## src/inc/stp_pkg.sv

```systemverilog
// Constants for the shared test pin controller.
// Assumes a single 10 MHz system clock and a sampled test clock.
package stp_pkg;
    // ********************************
    // Test controller states
    // ********************************
    typedef enum logic [3:0] {
        ST_RESET, ST_IDLE, ST_SEL_DR, ST_CAP_DR, ST_SHF_DR, ST_EX1_DR, ST_PAU_DR,
        ST_EX2_DR, ST_UPD_DR, ST_SEL_IR, ST_CAP_IR, ST_SHF_IR, ST_EX1_IR, ST_PAU_IR,
        ST_EX2_IR, ST_UPD_IR
    } stp_state_t;
    // ********************************
    // Widths and codes
    // ********************************
    localparam int unsigned STP_IR_W = 4;
    localparam int unsigned STP_DR_W = 8;
    localparam int unsigned STP_FIFO_DEPTH = 8;
    localparam logic [STP_IR_W-1:0] STP_IR_RESET = 4'h1;
    localparam logic [STP_IR_W-1:0] STP_IR_CHECKSUM = 4'hC;
    localparam logic [STP_IR_W-1:0] STP_IR_BYPASS = 4'hF;
    localparam logic [STP_DR_W-1:0] STP_DR_ZERO = 8'h00;
    localparam logic [STP_DR_W-1:0] STP_SUM_INIT = 8'h00;
    localparam logic [1:0] STP_SYNC_ZERO = 2'h0;
    localparam logic [1:0] STP_SYNC_ONE = 2'h3;
    // Five test clock rises with select high reach logic reset
    localparam int unsigned STP_RESET_TCKS = 5;
endpackage : stp_pkg

```

## src/rtl/stp_fifo.sv

```systemverilog
// Small synchronous FIFO with valid/ready on both sides.
// Assumes one clock and a synchronous active-high reset.
`timescale 1ns/1ps
module stp_fifo #(
    parameter int unsigned WIDTH = 8,
    parameter int unsigned DEPTH = 8
) (
    input wire logic clk,
    input wire logic rst,
    input wire logic [WIDTH-1:0] in_data,
    input wire logic in_valid,
    output logic in_ready,
    output logic [WIDTH-1:0] out_data,
    output logic out_valid,
    input wire logic out_ready
);
    localparam int unsigned AW = $clog2(DEPTH);
    logic [WIDTH-1:0] mem [DEPTH];
    logic [AW-1:0] wr_q;
    logic [AW-1:0] rd_q;
    logic [AW:0] cnt_q;
    logic push;
    logic pop;

    assign in_ready = (cnt_q != (AW+1)'(DEPTH));
    assign out_valid = (cnt_q != '0);
    assign out_data = mem[rd_q];
    assign push = in_valid && in_ready;
    assign pop = out_valid && out_ready;

    always_ff @(posedge clk) begin
        if (push) begin
            mem[wr_q] <= in_data;
        end
    end

    always_ff @(posedge clk) begin
        if (rst) begin
            wr_q <= '0;
            rd_q <= '0;
            cnt_q <= '0;
        end else begin
            if (push) begin
                wr_q <= (wr_q == AW'(DEPTH-1)) ? '0 : wr_q + 1'b1;
            end
            if (pop) begin
                rd_q <= (rd_q == AW'(DEPTH-1)) ? '0 : rd_q + 1'b1;
            end
            if (push && !pop) begin
                cnt_q <= cnt_q + 1'b1;
            end else if (pop && !push) begin
                cnt_q <= cnt_q - 1'b1;
            end
        end
    end
endmodule : stp_fifo

```

## src/rtl/stp_ctrl.sv

```systemverilog
// Shared test pin controller: pin ownership, test state machine, shifting.
// Assumes test pins arrive from outside and are sampled by clk at 10 MHz.
`timescale 1ns/1ps
module stp_ctrl
    import stp_pkg::*;
#(
    parameter bit KEEP_TRST = 1'b1,
    parameter bit FIXED_MODE = 1'b0
) (
    input wire logic clk,
    input wire logic rst,
    input wire logic tms_pin,
    input wire logic tck_pin,
    input wire logic tdi_pin,
    input wire logic trst_n_pin,
    input wire logic trst_pu_en,
    input wire logic user_tdo_out,
    input wire logic user_tdo_oe,
    output logic tdo_out,
    output logic tdo_oe,
    output logic test_active,
    output logic user_io_en,
    output logic user_trst_in,
    output logic [stp_pkg::STP_DR_W-1:0] probe_data,
    output logic probe_valid,
    input wire logic probe_ready,
    input wire logic [stp_pkg::STP_DR_W-1:0] scan_data,
    output logic [stp_pkg::STP_IR_W-1:0] ir_value,
    output logic checksum_busy
);
    import stp_pkg::*;
    // ********************************
    // Pin synchronisers
    // ********************************
    logic [1:0] tms_s_q, tck_s_q, tdi_s_q, trst_s_q;
    logic tck_prev_q;
    always_ff @(posedge clk) begin
        if (rst) begin
            tms_s_q <= STP_SYNC_ONE;
            // Idle-high reset: release never shows a false test clock rise
            tck_s_q <= STP_SYNC_ONE;
            tdi_s_q <= STP_SYNC_ONE;
            trst_s_q <= STP_SYNC_ONE;
            tck_prev_q <= 1'b1;
        end else begin
            tms_s_q <= {tms_s_q[0], tms_pin};
            tck_s_q <= {tck_s_q[0], tck_pin};
            tdi_s_q <= {tdi_s_q[0], tdi_pin};
            // With trst_pu_en low the pin is ignored and reads high, reset idle
            trst_s_q <= {trst_s_q[0], trst_n_pin | ~trst_pu_en};
            tck_prev_q <= tck_s_q[1];
        end
    end

    logic tms, tdi, tck_rise, tck_fall, trst_act;
    assign tms = tms_s_q[1];
    assign tdi = tdi_s_q[1];
    assign tck_rise = tck_s_q[1] && !tck_prev_q;
    assign tck_fall = !tck_s_q[1] && tck_prev_q;
    // Sampled, not truly asynchronous to clk: acts regardless of test clock
    assign trst_act = KEEP_TRST && !trst_s_q[1];

    // ********************************
    // Pin ownership
    // ********************************
    logic claimed_q;
    stp_state_t st_q, st_d;
    always_ff @(posedge clk) begin
        if (rst || trst_act) begin
            claimed_q <= FIXED_MODE;
        end else if (FIXED_MODE) begin
            claimed_q <= 1'b1;
        end else if (!tms) begin
            claimed_q <= 1'b1;
        end else if (st_q == ST_RESET) begin
            claimed_q <= 1'b0;
        end
    end

    // ********************************
    // Test state machine
    // ********************************
    always_comb begin
        st_d = st_q;
        case (st_q)
            ST_RESET: st_d = tms ? ST_RESET : ST_IDLE;
            ST_IDLE: st_d = tms ? ST_SEL_DR : ST_IDLE;
            ST_SEL_DR: st_d = tms ? ST_SEL_IR : ST_CAP_DR;
            ST_CAP_DR: st_d = tms ? ST_EX1_DR : ST_SHF_DR;
            ST_SHF_DR: st_d = tms ? ST_EX1_DR : ST_SHF_DR;
            ST_EX1_DR: st_d = tms ? ST_UPD_DR : ST_PAU_DR;
            ST_PAU_DR: st_d = tms ? ST_EX2_DR : ST_PAU_DR;
            ST_EX2_DR: st_d = tms ? ST_UPD_DR : ST_SHF_DR;
            ST_UPD_DR: st_d = tms ? ST_SEL_DR : ST_IDLE;
            ST_SEL_IR: st_d = tms ? ST_RESET : ST_CAP_IR;
            ST_CAP_IR: st_d = tms ? ST_EX1_IR : ST_SHF_IR;
            ST_SHF_IR: st_d = tms ? ST_EX1_IR : ST_SHF_IR;
            ST_EX1_IR: st_d = tms ? ST_UPD_IR : ST_PAU_IR;
            ST_PAU_IR: st_d = tms ? ST_EX2_IR : ST_PAU_IR;
            ST_EX2_IR: st_d = tms ? ST_UPD_IR : ST_SHF_IR;
            ST_UPD_IR: st_d = tms ? ST_SEL_DR : ST_IDLE;
            default: st_d = ST_RESET;
        endcase
    end

    // Standard graph: five rises with select high land in reset
    always_ff @(posedge clk) begin
        if (rst || trst_act) begin
            st_q <= ST_RESET;
        end else if (tck_rise && claimed_q) begin
            st_q <= st_d;
        end
    end

    // ********************************
    // Instruction and data shifting
    // ********************************
    logic [STP_IR_W-1:0] ir_sh_q, ir_q;
    logic [STP_DR_W-1:0] dr_q;
    logic [STP_DR_W-1:0] sum_q;
    logic [$clog2(STP_DR_W)-1:0] bit_q;
    logic word_valid_q;
    logic fifo_in_ready;
    logic is_sum;
    assign is_sum = (ir_q == STP_IR_CHECKSUM);

    always_ff @(posedge clk) begin
        if (rst || trst_act) begin
            ir_sh_q <= STP_IR_RESET;
            ir_q <= STP_IR_RESET;
        end else if (tck_rise && claimed_q) begin
            // Entering logic reset restores the default instruction
            if (st_d == ST_RESET) begin
                ir_q <= STP_IR_RESET;
            end else if (st_q == ST_CAP_IR) begin
                ir_sh_q <= STP_IR_RESET;
            end else if (st_q == ST_SHF_IR) begin
                ir_sh_q <= {tdi, ir_sh_q[STP_IR_W-1:1]};
            end else if (st_q == ST_UPD_IR) begin
                ir_q <= ir_sh_q;
            end
        end
    end

    // Shift stalls while a finished word waits on a full FIFO; the tester's bits shifted meanwhile are dropped
    always_ff @(posedge clk) begin
        if (rst || trst_act) begin
            dr_q <= STP_DR_ZERO;
            bit_q <= '0;
            word_valid_q <= 1'b0;
            sum_q <= STP_SUM_INIT;
        end else begin
            if (word_valid_q && fifo_in_ready) begin
                word_valid_q <= 1'b0;
            end
            if (tck_rise && claimed_q) begin
                if (st_q == ST_CAP_DR) begin
                    dr_q <= is_sum ? sum_q : scan_data;
                    bit_q <= '0;
                end else if (st_q == ST_SHF_DR && !word_valid_q) begin
                    dr_q <= {tdi, dr_q[STP_DR_W-1:1]};
                    bit_q <= bit_q + 1'b1;
                    if (bit_q == ($clog2(STP_DR_W))'(STP_DR_W-1)) begin
                        word_valid_q <= 1'b1;
                        sum_q <= sum_q + {tdi, dr_q[STP_DR_W-1:1]};
                    end
                end
            end
        end
    end

    stp_fifo #(.WIDTH(STP_DR_W), .DEPTH(STP_FIFO_DEPTH)) u_fifo (
        .clk(clk),
        .rst(rst),
        .in_data(dr_q),
        .in_valid(word_valid_q),
        .in_ready(fifo_in_ready),
        .out_data(probe_data),
        .out_valid(probe_valid),
        .out_ready(probe_ready)
    );

    // ********************************
    // Output pins
    // ********************************
    logic shifting;
    assign shifting = (st_q == ST_SHF_DR) || (st_q == ST_SHF_IR);
    // While claimed, data out changes on test clock fall, as the tester samples on rise; unclaimed, it follows user logic each clk
    always_ff @(posedge clk) begin
        if (rst) begin
            tdo_out <= 1'b0;
            tdo_oe <= 1'b0;
        end else if (claimed_q && is_sum) begin
            tdo_oe <= 1'b1;
            if (tck_fall) begin
                tdo_out <= dr_q[0];
            end
        end else if (claimed_q) begin
            tdo_oe <= shifting;
            if (tck_fall) begin
                tdo_out <= (st_q == ST_SHF_IR) ? ir_sh_q[0] : dr_q[0];
            end
        end else begin
            tdo_out <= user_tdo_out;
            tdo_oe <= user_tdo_oe;
        end
    end

    always_ff @(posedge clk) begin
        if (rst) begin
            test_active <= FIXED_MODE;
            user_io_en <= !FIXED_MODE;
            user_trst_in <= 1'b1;
            ir_value <= STP_IR_RESET;
            checksum_busy <= 1'b0;
        end else begin
            test_active <= claimed_q;
            user_io_en <= !claimed_q;
            user_trst_in <= KEEP_TRST ? 1'b1 : trst_s_q[1];
            ir_value <= ir_q;
            checksum_busy <= claimed_q && is_sum;
        end
    end
endmodule : stp_ctrl

```

## config.mk

```make
export PLATFORM = sky130hd
export DESIGN_NAME = stp_ctrl
export DESIGN_NICKNAME = d
export VERILOG_FILES = /design/src/inc/stp_pkg.sv /design/src/rtl/stp_fifo.sv /design/src/rtl/stp_ctrl.sv
export SDC_FILE = /design/constraint.sdc
export NUM_CORES = 1
export LEC_CHECK = 0
export BUFFER_PORTS_ARGS = -buffer_cell sky130_fd_sc_hd__buf_2
export CAP_MARGIN = 20
export CORE_UTILIZATION = 50
export CTS_BUF_LIST = sky130_fd_sc_hd__clkbuf_4
export DETAILED_ROUTE_END_ITERATION = 8
export PLACE_DENSITY = 0.68
export SLEW_MARGIN = 20
export SYNTH_ARGS = -nofsm -noshare
export SYNTH_HDL_FRONTEND = slang
export SYNTH_HIERARCHICAL = 1
export SYNTH_SLANG_ARGS = --single-unit
```

## constraint.sdc

```tcl
create_clock -name clk -period 4 [get_ports clk]
set_clock_uncertainty 0.05 [all_clocks]
set_input_delay 0.8 -clock clk [delete_from_list [all_inputs] [get_ports clk]]
set_output_delay 0.8 -clock clk [all_outputs]
set_load 0.05 [all_outputs]
```

==> flow_summary.yaml, run 1 <==
cts:
  clockBufferDepth: 2
  tritoncts: "done"
  clockRootBuffer: "clkbuf_4"
  htree_levels: 4
  post_cts_buffers: 0
  cts_made_buffers: 17
  hold_buffers: 0
  clk_latency_ns: 0.51
  path_clk_slew_ns: 0.11
  post_cts_resized: 0
  cts.sinks: 128
drt:
  drtIter0Drc: 152
  via_count: 3588
  wl_mm: 10.41
  wl_per_cell_um: 16.11
  final_antenna_net_count: 0
  drt_pass1_iterations: 4
  vias_per_cell: 5.554
  drc: 0
global_route:
  grt_max_degree: 30
  antenna_found_initial: 0
  gr-usage-met1: 0.2261
  grt_use_met2: 0.3344
  grt_pass1_wl_mm: 16.71
  grt_pass1_vias: 3493
  grt_use_total: 0.1927
  grt_overflow_total: 0
  grtUsageMet3: 0.05365
  grt_busiest_layer: "met2"
place:
  dp.cells: 615
  hpwl_mm: 6.945
  io_buffers: 35
  dp_slack_ns: 1.087
  placed_area_sq_um: 5892
  gp_congestion: 0.8082
synth:
  synth_top_area_cell: "edfxtp_1"
  yosys_warnings: 6
  synth_top_area_frac: 0.3423
  ys_types: 62
  async_flop_share: 0
  syn_nets: 495
  ys_top_cells_by_area: "edfxtp_1 (34%), dfxtp_1 (23%), mux4_1 (7.0%), ha_1 (3.6%), a21oi_1 (2.8%)"
  synth_common_cells: "dfxtp_1 (64), edfxtp_1 (64), nand2_1 (38)"
  synth_edf_count: 64
  avgSynthCellArea_sq_um: 12.23
  netlist_area_sq_um: 5614
  ys_seq_area_frac: 0.5705
  synth-main-ff-cell: "edfxtp_1"
  synth-seq-cells: 128
  synth_cells: 459
layout:
  finish.instance_area_sq_um: 6173
  final_nets: 530
  area_growth_pct: 9.962
  regArea_sq_um: 3203
  fillers: 910
  layout-drive-gt1-share: 0.1957
  multi_input_area_sq_um: 2241
  fin_util: 0.5670
  antenna_cells: 0
  final_cells: 646
critical_path:
  cp_max_fo: 16
  crit_slowest_cell: "dfxtp_1"
  cp-start-kind: "register"
  path_delay_family: "multiplexers"
  cp-end-kind: "output port"
  worstPathCellList: "mux4_1 > mux2_2 > buf_2"
  path_buf_inv: 1
  cp_slowest_stage_delay_ns: 0.89
  crit_type: "reg2out"
  crit_arrival_ns: 2.54
  cp_data_required_time_ns: 3.15
floorplanning:
  die_x_um: 108.0
  die_h_um: 108.0
  initial_core_util: 0.5156
  coreArea_sq_um: 10890
  die-area_sq_um: 11660
  ioPinCount: 37
  floorplan.rows: 38
sta:
  clock.fmax_ghz: 0.2949
  tns_ns: 0
  tightestPinTransition_ns: 0.9813
  worst_slack_ns: 0.6086
  rsz0062_at_grt: "false"
  slew_headroom: 0.3398
  hold_violations: 0
  fin_crit_sh: 0.8478
  final.min_clock_period_ns: 3.391
  slew_violations: 0
  setup_violations: 0
worst_hold_path:
  hold_class: "reg2reg"
power:
  p_per_area_nw_per_um2: 370.9
  leakagePower_nw: 1.988
  vdd_drop_max_uv: 173.9
run_status:
  status: "finished clean"
run:
  cap_violations: 0
worst paths after layout:
kind                                                    from                            to  slack, ns  cells after the start
worst min-delay path                   tck_s_q[0]$_SDFF_PP1_         tck_s_q[1]$_SDFF_PP1_       0.37                      1
worst min register to register         tck_s_q[0]$_SDFF_PP1_         tck_s_q[1]$_SDFF_PP1_       0.37                      1
worst max-delay path                                register                 probe_data[5]       0.61                      3
worst max register to register  u_fifo/cnt_q[1]$_SDFFE_PP0P_  u_fifo/cnt_q[3]$_SDFFE_PP0P_       1.15                     10
cells by family after synthesis:
family,Yosys count,share of synthesized area
buffers and inverters,38,0.03321
adders and majority gates,18,0.04279
xor gates and xnor gates,4,0.006241
muxes,38,0.1154
other,1,0.0006680
AOI/OAI and AO/OA,84,0.09383
and+or+nand+nor,148,0.1373
DFF,128,0.5705
power breakdown:
group / total [W] / internal, W / switching, W
sequential: 0.00137 / 0.00137 / 0.00000394
combinational: 0.0000437 / 0.0000160 / 0.0000277
clock: 0.000875 / 0.000427 / 0.000448
flip-flops by register name, summed over array words and instances, names as in the netlist, 3 cells and up, named ones only:
register      count
dr_q              8
st_q              4
bit_q             3
u_fifo/cnt_q      4
u_fifo/mem       64
u_fifo/rd_q       3
ir_value          4
ir_q              4
u_fifo/wr_q       3
ir_sh_q           4
sum_q             8
layer usage:
metal	share of wire	vias up	routed length [um]
li1	-	1784	-
met1	0.44	1719	4537
met2	0.51	71	5312
met3	0.036	14	377
met4	0.017	0	179
met5	0	-	0
through the flow:
step,hold slack [ns],power [W]
global placement,0.3415,0.001445
detailed placement,0.3441,0.001446
floorplan,0.3395,0.001429
CTS,0.3364,0.002315
global route,0.3550,0.002362
finish,0.3718,0.002290
cell usage in the layout, fill, tap and decap left out, types with 3 or more instances in the layout:
cell type	n
a211oi_1	5
a21oi_1	31
a22oi_1	8
a31oi_1	4
buf_2	35
buf_4	7
bufinv_16	3
clkbuf_4	18
clkinv_1	4
clkinvlp_4	3
dfxtp_1	64
edfxtp_1	64
ha_1	16
inv_1	12
mux2_2	9
mux2i_1	13
mux4_1	15
nand2_1	38
nand2b_1	7
nand3_1	9
nand4_1	3
nor2_1	37
nor2b_1	9
nor3_1	9
nor3_2	3
o211ai_1	9
o21a_1	4
o21ai_0	9
o21ai_1	3
or2_2	10
or3_1	3
final cells by class:
class,instances,area share
multi-input cells,293,0.3630
inverters,12,0.007296
clock buffers,18,0.02189
repair buffers,42,0.03689
flip-flops and latches,128,0.5188
clock inverters,13,0.02371
well taps,140,0.02837
No activity file was read; power rests on OpenSTA's default activity.
==> run 2, diff against run 1 <==
Settings changed: ABC_AREA from default to 1, PLACE_DENSITY 0.68 to 0.7.
Clock period 4 ns to 3 ns, I/O delays scaled along.
==> flow_summary.yaml, run 2 <==
drt:
  via_count: 4457
  drtIter0Drc: 300
  final_antenna_net_count: 0
  wl_per_cell_um: 14.26
  drt_pass1_iterations: 5
  drc: 0
  wl_mm: 12.02
  vias_per_cell: 5.287
place:
  hpwl_mm: 8.432
  placed_area_sq_um: 6142
  io_buffers: 35
  gp_congestion: 0.9251
critical_path:
  cp_common_cell: "nand2_1"
  crit_slowest_cell: "inv_2"
  crit_type: "reg2out"
  r2r_setup_slack_ns: 0.67
  cp-end-kind: "output port"
  cp-start-kind: "register"
  cp_slowest_stage_delay_ns: 0.43
  crit_arrival_ns: 2.06
  cp_max_fo: 32
  r2r_start: "dr_q[1]$_SDFFE_PP0P_"
  r2r_cells: 9
  timing.rr.end: "sum_q[6]$_SDFFE_PP0P_"
  worstPathCellList: "inv_2 > o21ai_0 > nand2_1 > nand2_1 > nand2_1 > buf_2"
  cp_data_required_time_ns: 2.35
  critPathCapture: "probe_data[0]"
cts:
  path_clk_slew_ns: 0.10
  cts_made_buffers: 17
  htree_levels: 4
  clk_latency_ns: 0.53
  cts.sinks: 128
  post_cts_buffers: 0
  clockRootBuffer: "clkbuf_4"
  clockBufferDepth: 2
  tritoncts: "done"
worst_hold_path:
  hold_class: "in2reg"
layout:
  final_common_cell: "nor2_1"
  finish.instance_area_sq_um: 6436
  fin_util: 0.5613
  largest_register_ffs: 64
  mostFrequentLayoutCells: "nor2_1 (121), nand2_1 (94), edfxtp_1 (64), dfxtp_1 (63), inv_1 (45)"
  final_nets: 723
  area_growth_pct: 8.914
  antenna_cells: 0
  regMostFlops: "u_fifo/mem"
  reg.largest.list: "u_fifo/mem (64), dr_q (8), sum_q (8)"
  fillers: 996
  layout-drive-gt1-share: 0.2000
floorplanning:
  initial_core_util: 0.5153
  floorplan.rows: 39
  die_x_um: 110.7
  die_h_um: 110.7
  die-area_sq_um: 12260
  ioPinCount: 37
  coreArea_sq_um: 11470
global_route:
  antenna_found_initial: 0
  grt_busiest_layer: "met2"
  gr-usage-met1: 0.2646
  grt_use_total: 0.2084
  grt_use_met2: 0.3395
  grtUsageMet3: 0.05686
  grt_max_degree: 33
  grt_overflow_total: 0
  grt_pass1_wl_mm: 20.13
  grt_pass1_vias: 4259
sta:
  slew_violations: 0
  tightestPinTransition_ns: 0.8668
  final.min_clock_period_ns: 2.709
  rsz0062_at_grt: "false"
  clock.fmax_ghz: 0.3691
  fin_crit_sh: 0.9030
  tns_ns: 0
  slew_headroom: 0.4200
  hold_violations: 0
  setup_violations: 0
synth:
  ys_types: 38
  netlist_area_sq_um: 5909
  avgSynthCellArea_sq_um: 9.134
  synth_edf_count: 64
  async_flop_share: 0
  synth.most_common_cell: "nor2_1"
  ys_seq_area_frac: 0.5420
  synth-main-ff-cell: "edfxtp_1"
  ys_top_cells_by_area: "edfxtp_1 (33%), dfxtp_1 (22%), nor2_1 (7.7%), nand2_1 (6.0%), a21oi_1 (3.7%)"
  synth_top_area_cell: "edfxtp_1"
  yosys_warnings: 6
  synth_cells: 647
  synth_top_area_frac: 0.3252
  syn_nets: 683
  synth_common_cells: "nor2_1 (121), nand2_1 (94), dfxtp_1 (64), edfxtp_1 (64), inv_1 (45)"
  synth-seq-cells: 128
run_status:
  status: "finished clean"
run:
  cap_violations: 0
power:
  leakagePower_nw: 2.513
  p_per_area_nw_per_um2: 685.8
  vdd_drop_max_uv: 1070
## run 2: cell types whose count changed in the layout (fill, tap and decap cells not counted), moves of 12 or more
| cell | before | now |
|---|---|---|
| inv_2 | 0 | 13 |
| nand2_1 | 38 | 94 |
| nor2_1 | 37 | 121 |
| inv_1 | 12 | 45 |
| mux2i_1 | 13 | 0 |
| nor2_2 | 0 | 12 |
| o21ai_1 | 3 | 41 |
| mux4_1 | 15 | 0 |
| a21oi_1 | 31 | 44 |
| o21ai_0 | 9 | 31 |
## run 2: how the worst min path moves through the flow
stage                      startpoint                endpoint  depth (start not counted)
5_1_grt                    trst_pu_en  trst_s_q[0]$_SDFF_PP1_                          2
3_3_place_gp    tck_s_q[0]$_SDFF_PP1_   tck_s_q[1]$_SDFF_PP1_                          1
2_1_floorplan   tck_s_q[0]$_SDFF_PP1_   tck_s_q[1]$_SDFF_PP1_                          1
3_5_place_dp   trst_s_q[0]$_SDFF_PP1_  trst_s_q[1]$_SDFF_PP1_                          1
4_1_cts                    trst_pu_en  trst_s_q[0]$_SDFF_PP1_                          2
6_report                   trst_pu_en  trst_s_q[0]$_SDFF_PP1_                          2
## run 2: cells by family after synthesis
family,count (synthesis),synth area share
other cells,1,0.0006346
xor+xnor,9,0.01334
buf+inv,80,0.06691
simple gates,277,0.2138
fa+ha+maj,18,0.04065
compound gates,134,0.1226
flops,128,0.5420
## run 2: layer usage
layer,vias up,share of wire
met1,2069,0.45
met3,22,0.046
met5,-,0
met4,0,0.019
met2,134,0.49
li1,2232,-
## run 2: per-stage QoR
step	hold WS (ns)	cells	setup WS, ns	power (W)
final	0.1714	843	0.2909	0.004414
after global routing	0.1227	843	0.1012	0.004672
after CTS	0.1282	843	0.09829	0.004444
after detailed placement	0.3433	811	0.7112	0.003244
after global placement	0.3423	811	0.7127	0.003220
after floorplan	0.3395	647	0.7481	0.003069
## run 2: cell type report
class | count | area [sq um] | area share
Inverter | 61 | 236.5 | 0.03674
Timing Repair Buffer | 40 | 212.7 | 0.03305
Clock buffer | 20 | 150.1 | 0.02333
Sequential cell | 128 | 3204 | 0.4979
Clock inverter | 12 | 142.6 | 0.02216
Tap cell | 143 | 178.9 | 0.02780
Multi-Input combinational cell | 439 | 2311 | 0.3591
## run 2: what timing repair did
item	in CTS	in global routing
endpoints found under the setup margin	0	8
gates resized for setup	0	1
hold endpoints to repair	0	0
hold buffers	0	0
## run 2: report_power, final
group / internal, W / total, W / leakage, nW / switching [W]
logic: 0.000350 / 0.00123 / 1.39 / 0.000877
clock network: 0.000596 / 0.00121 / 0.160 / 0.000609
registers: 0.00189 / 0.00198 / 0.961 / 0.0000965
total: 0.00283 / 0.00441 / 2.51 / 0.00158
## run 2: critical path: cells and delay by family, from the launching register on
family	cells	cell delay (ns)
flip-flops	1	0.41
AO/OA/AOI/OAI	1	0.17
buffers and inverters	2	0.70
AND/OR/NAND/NOR	3	0.25
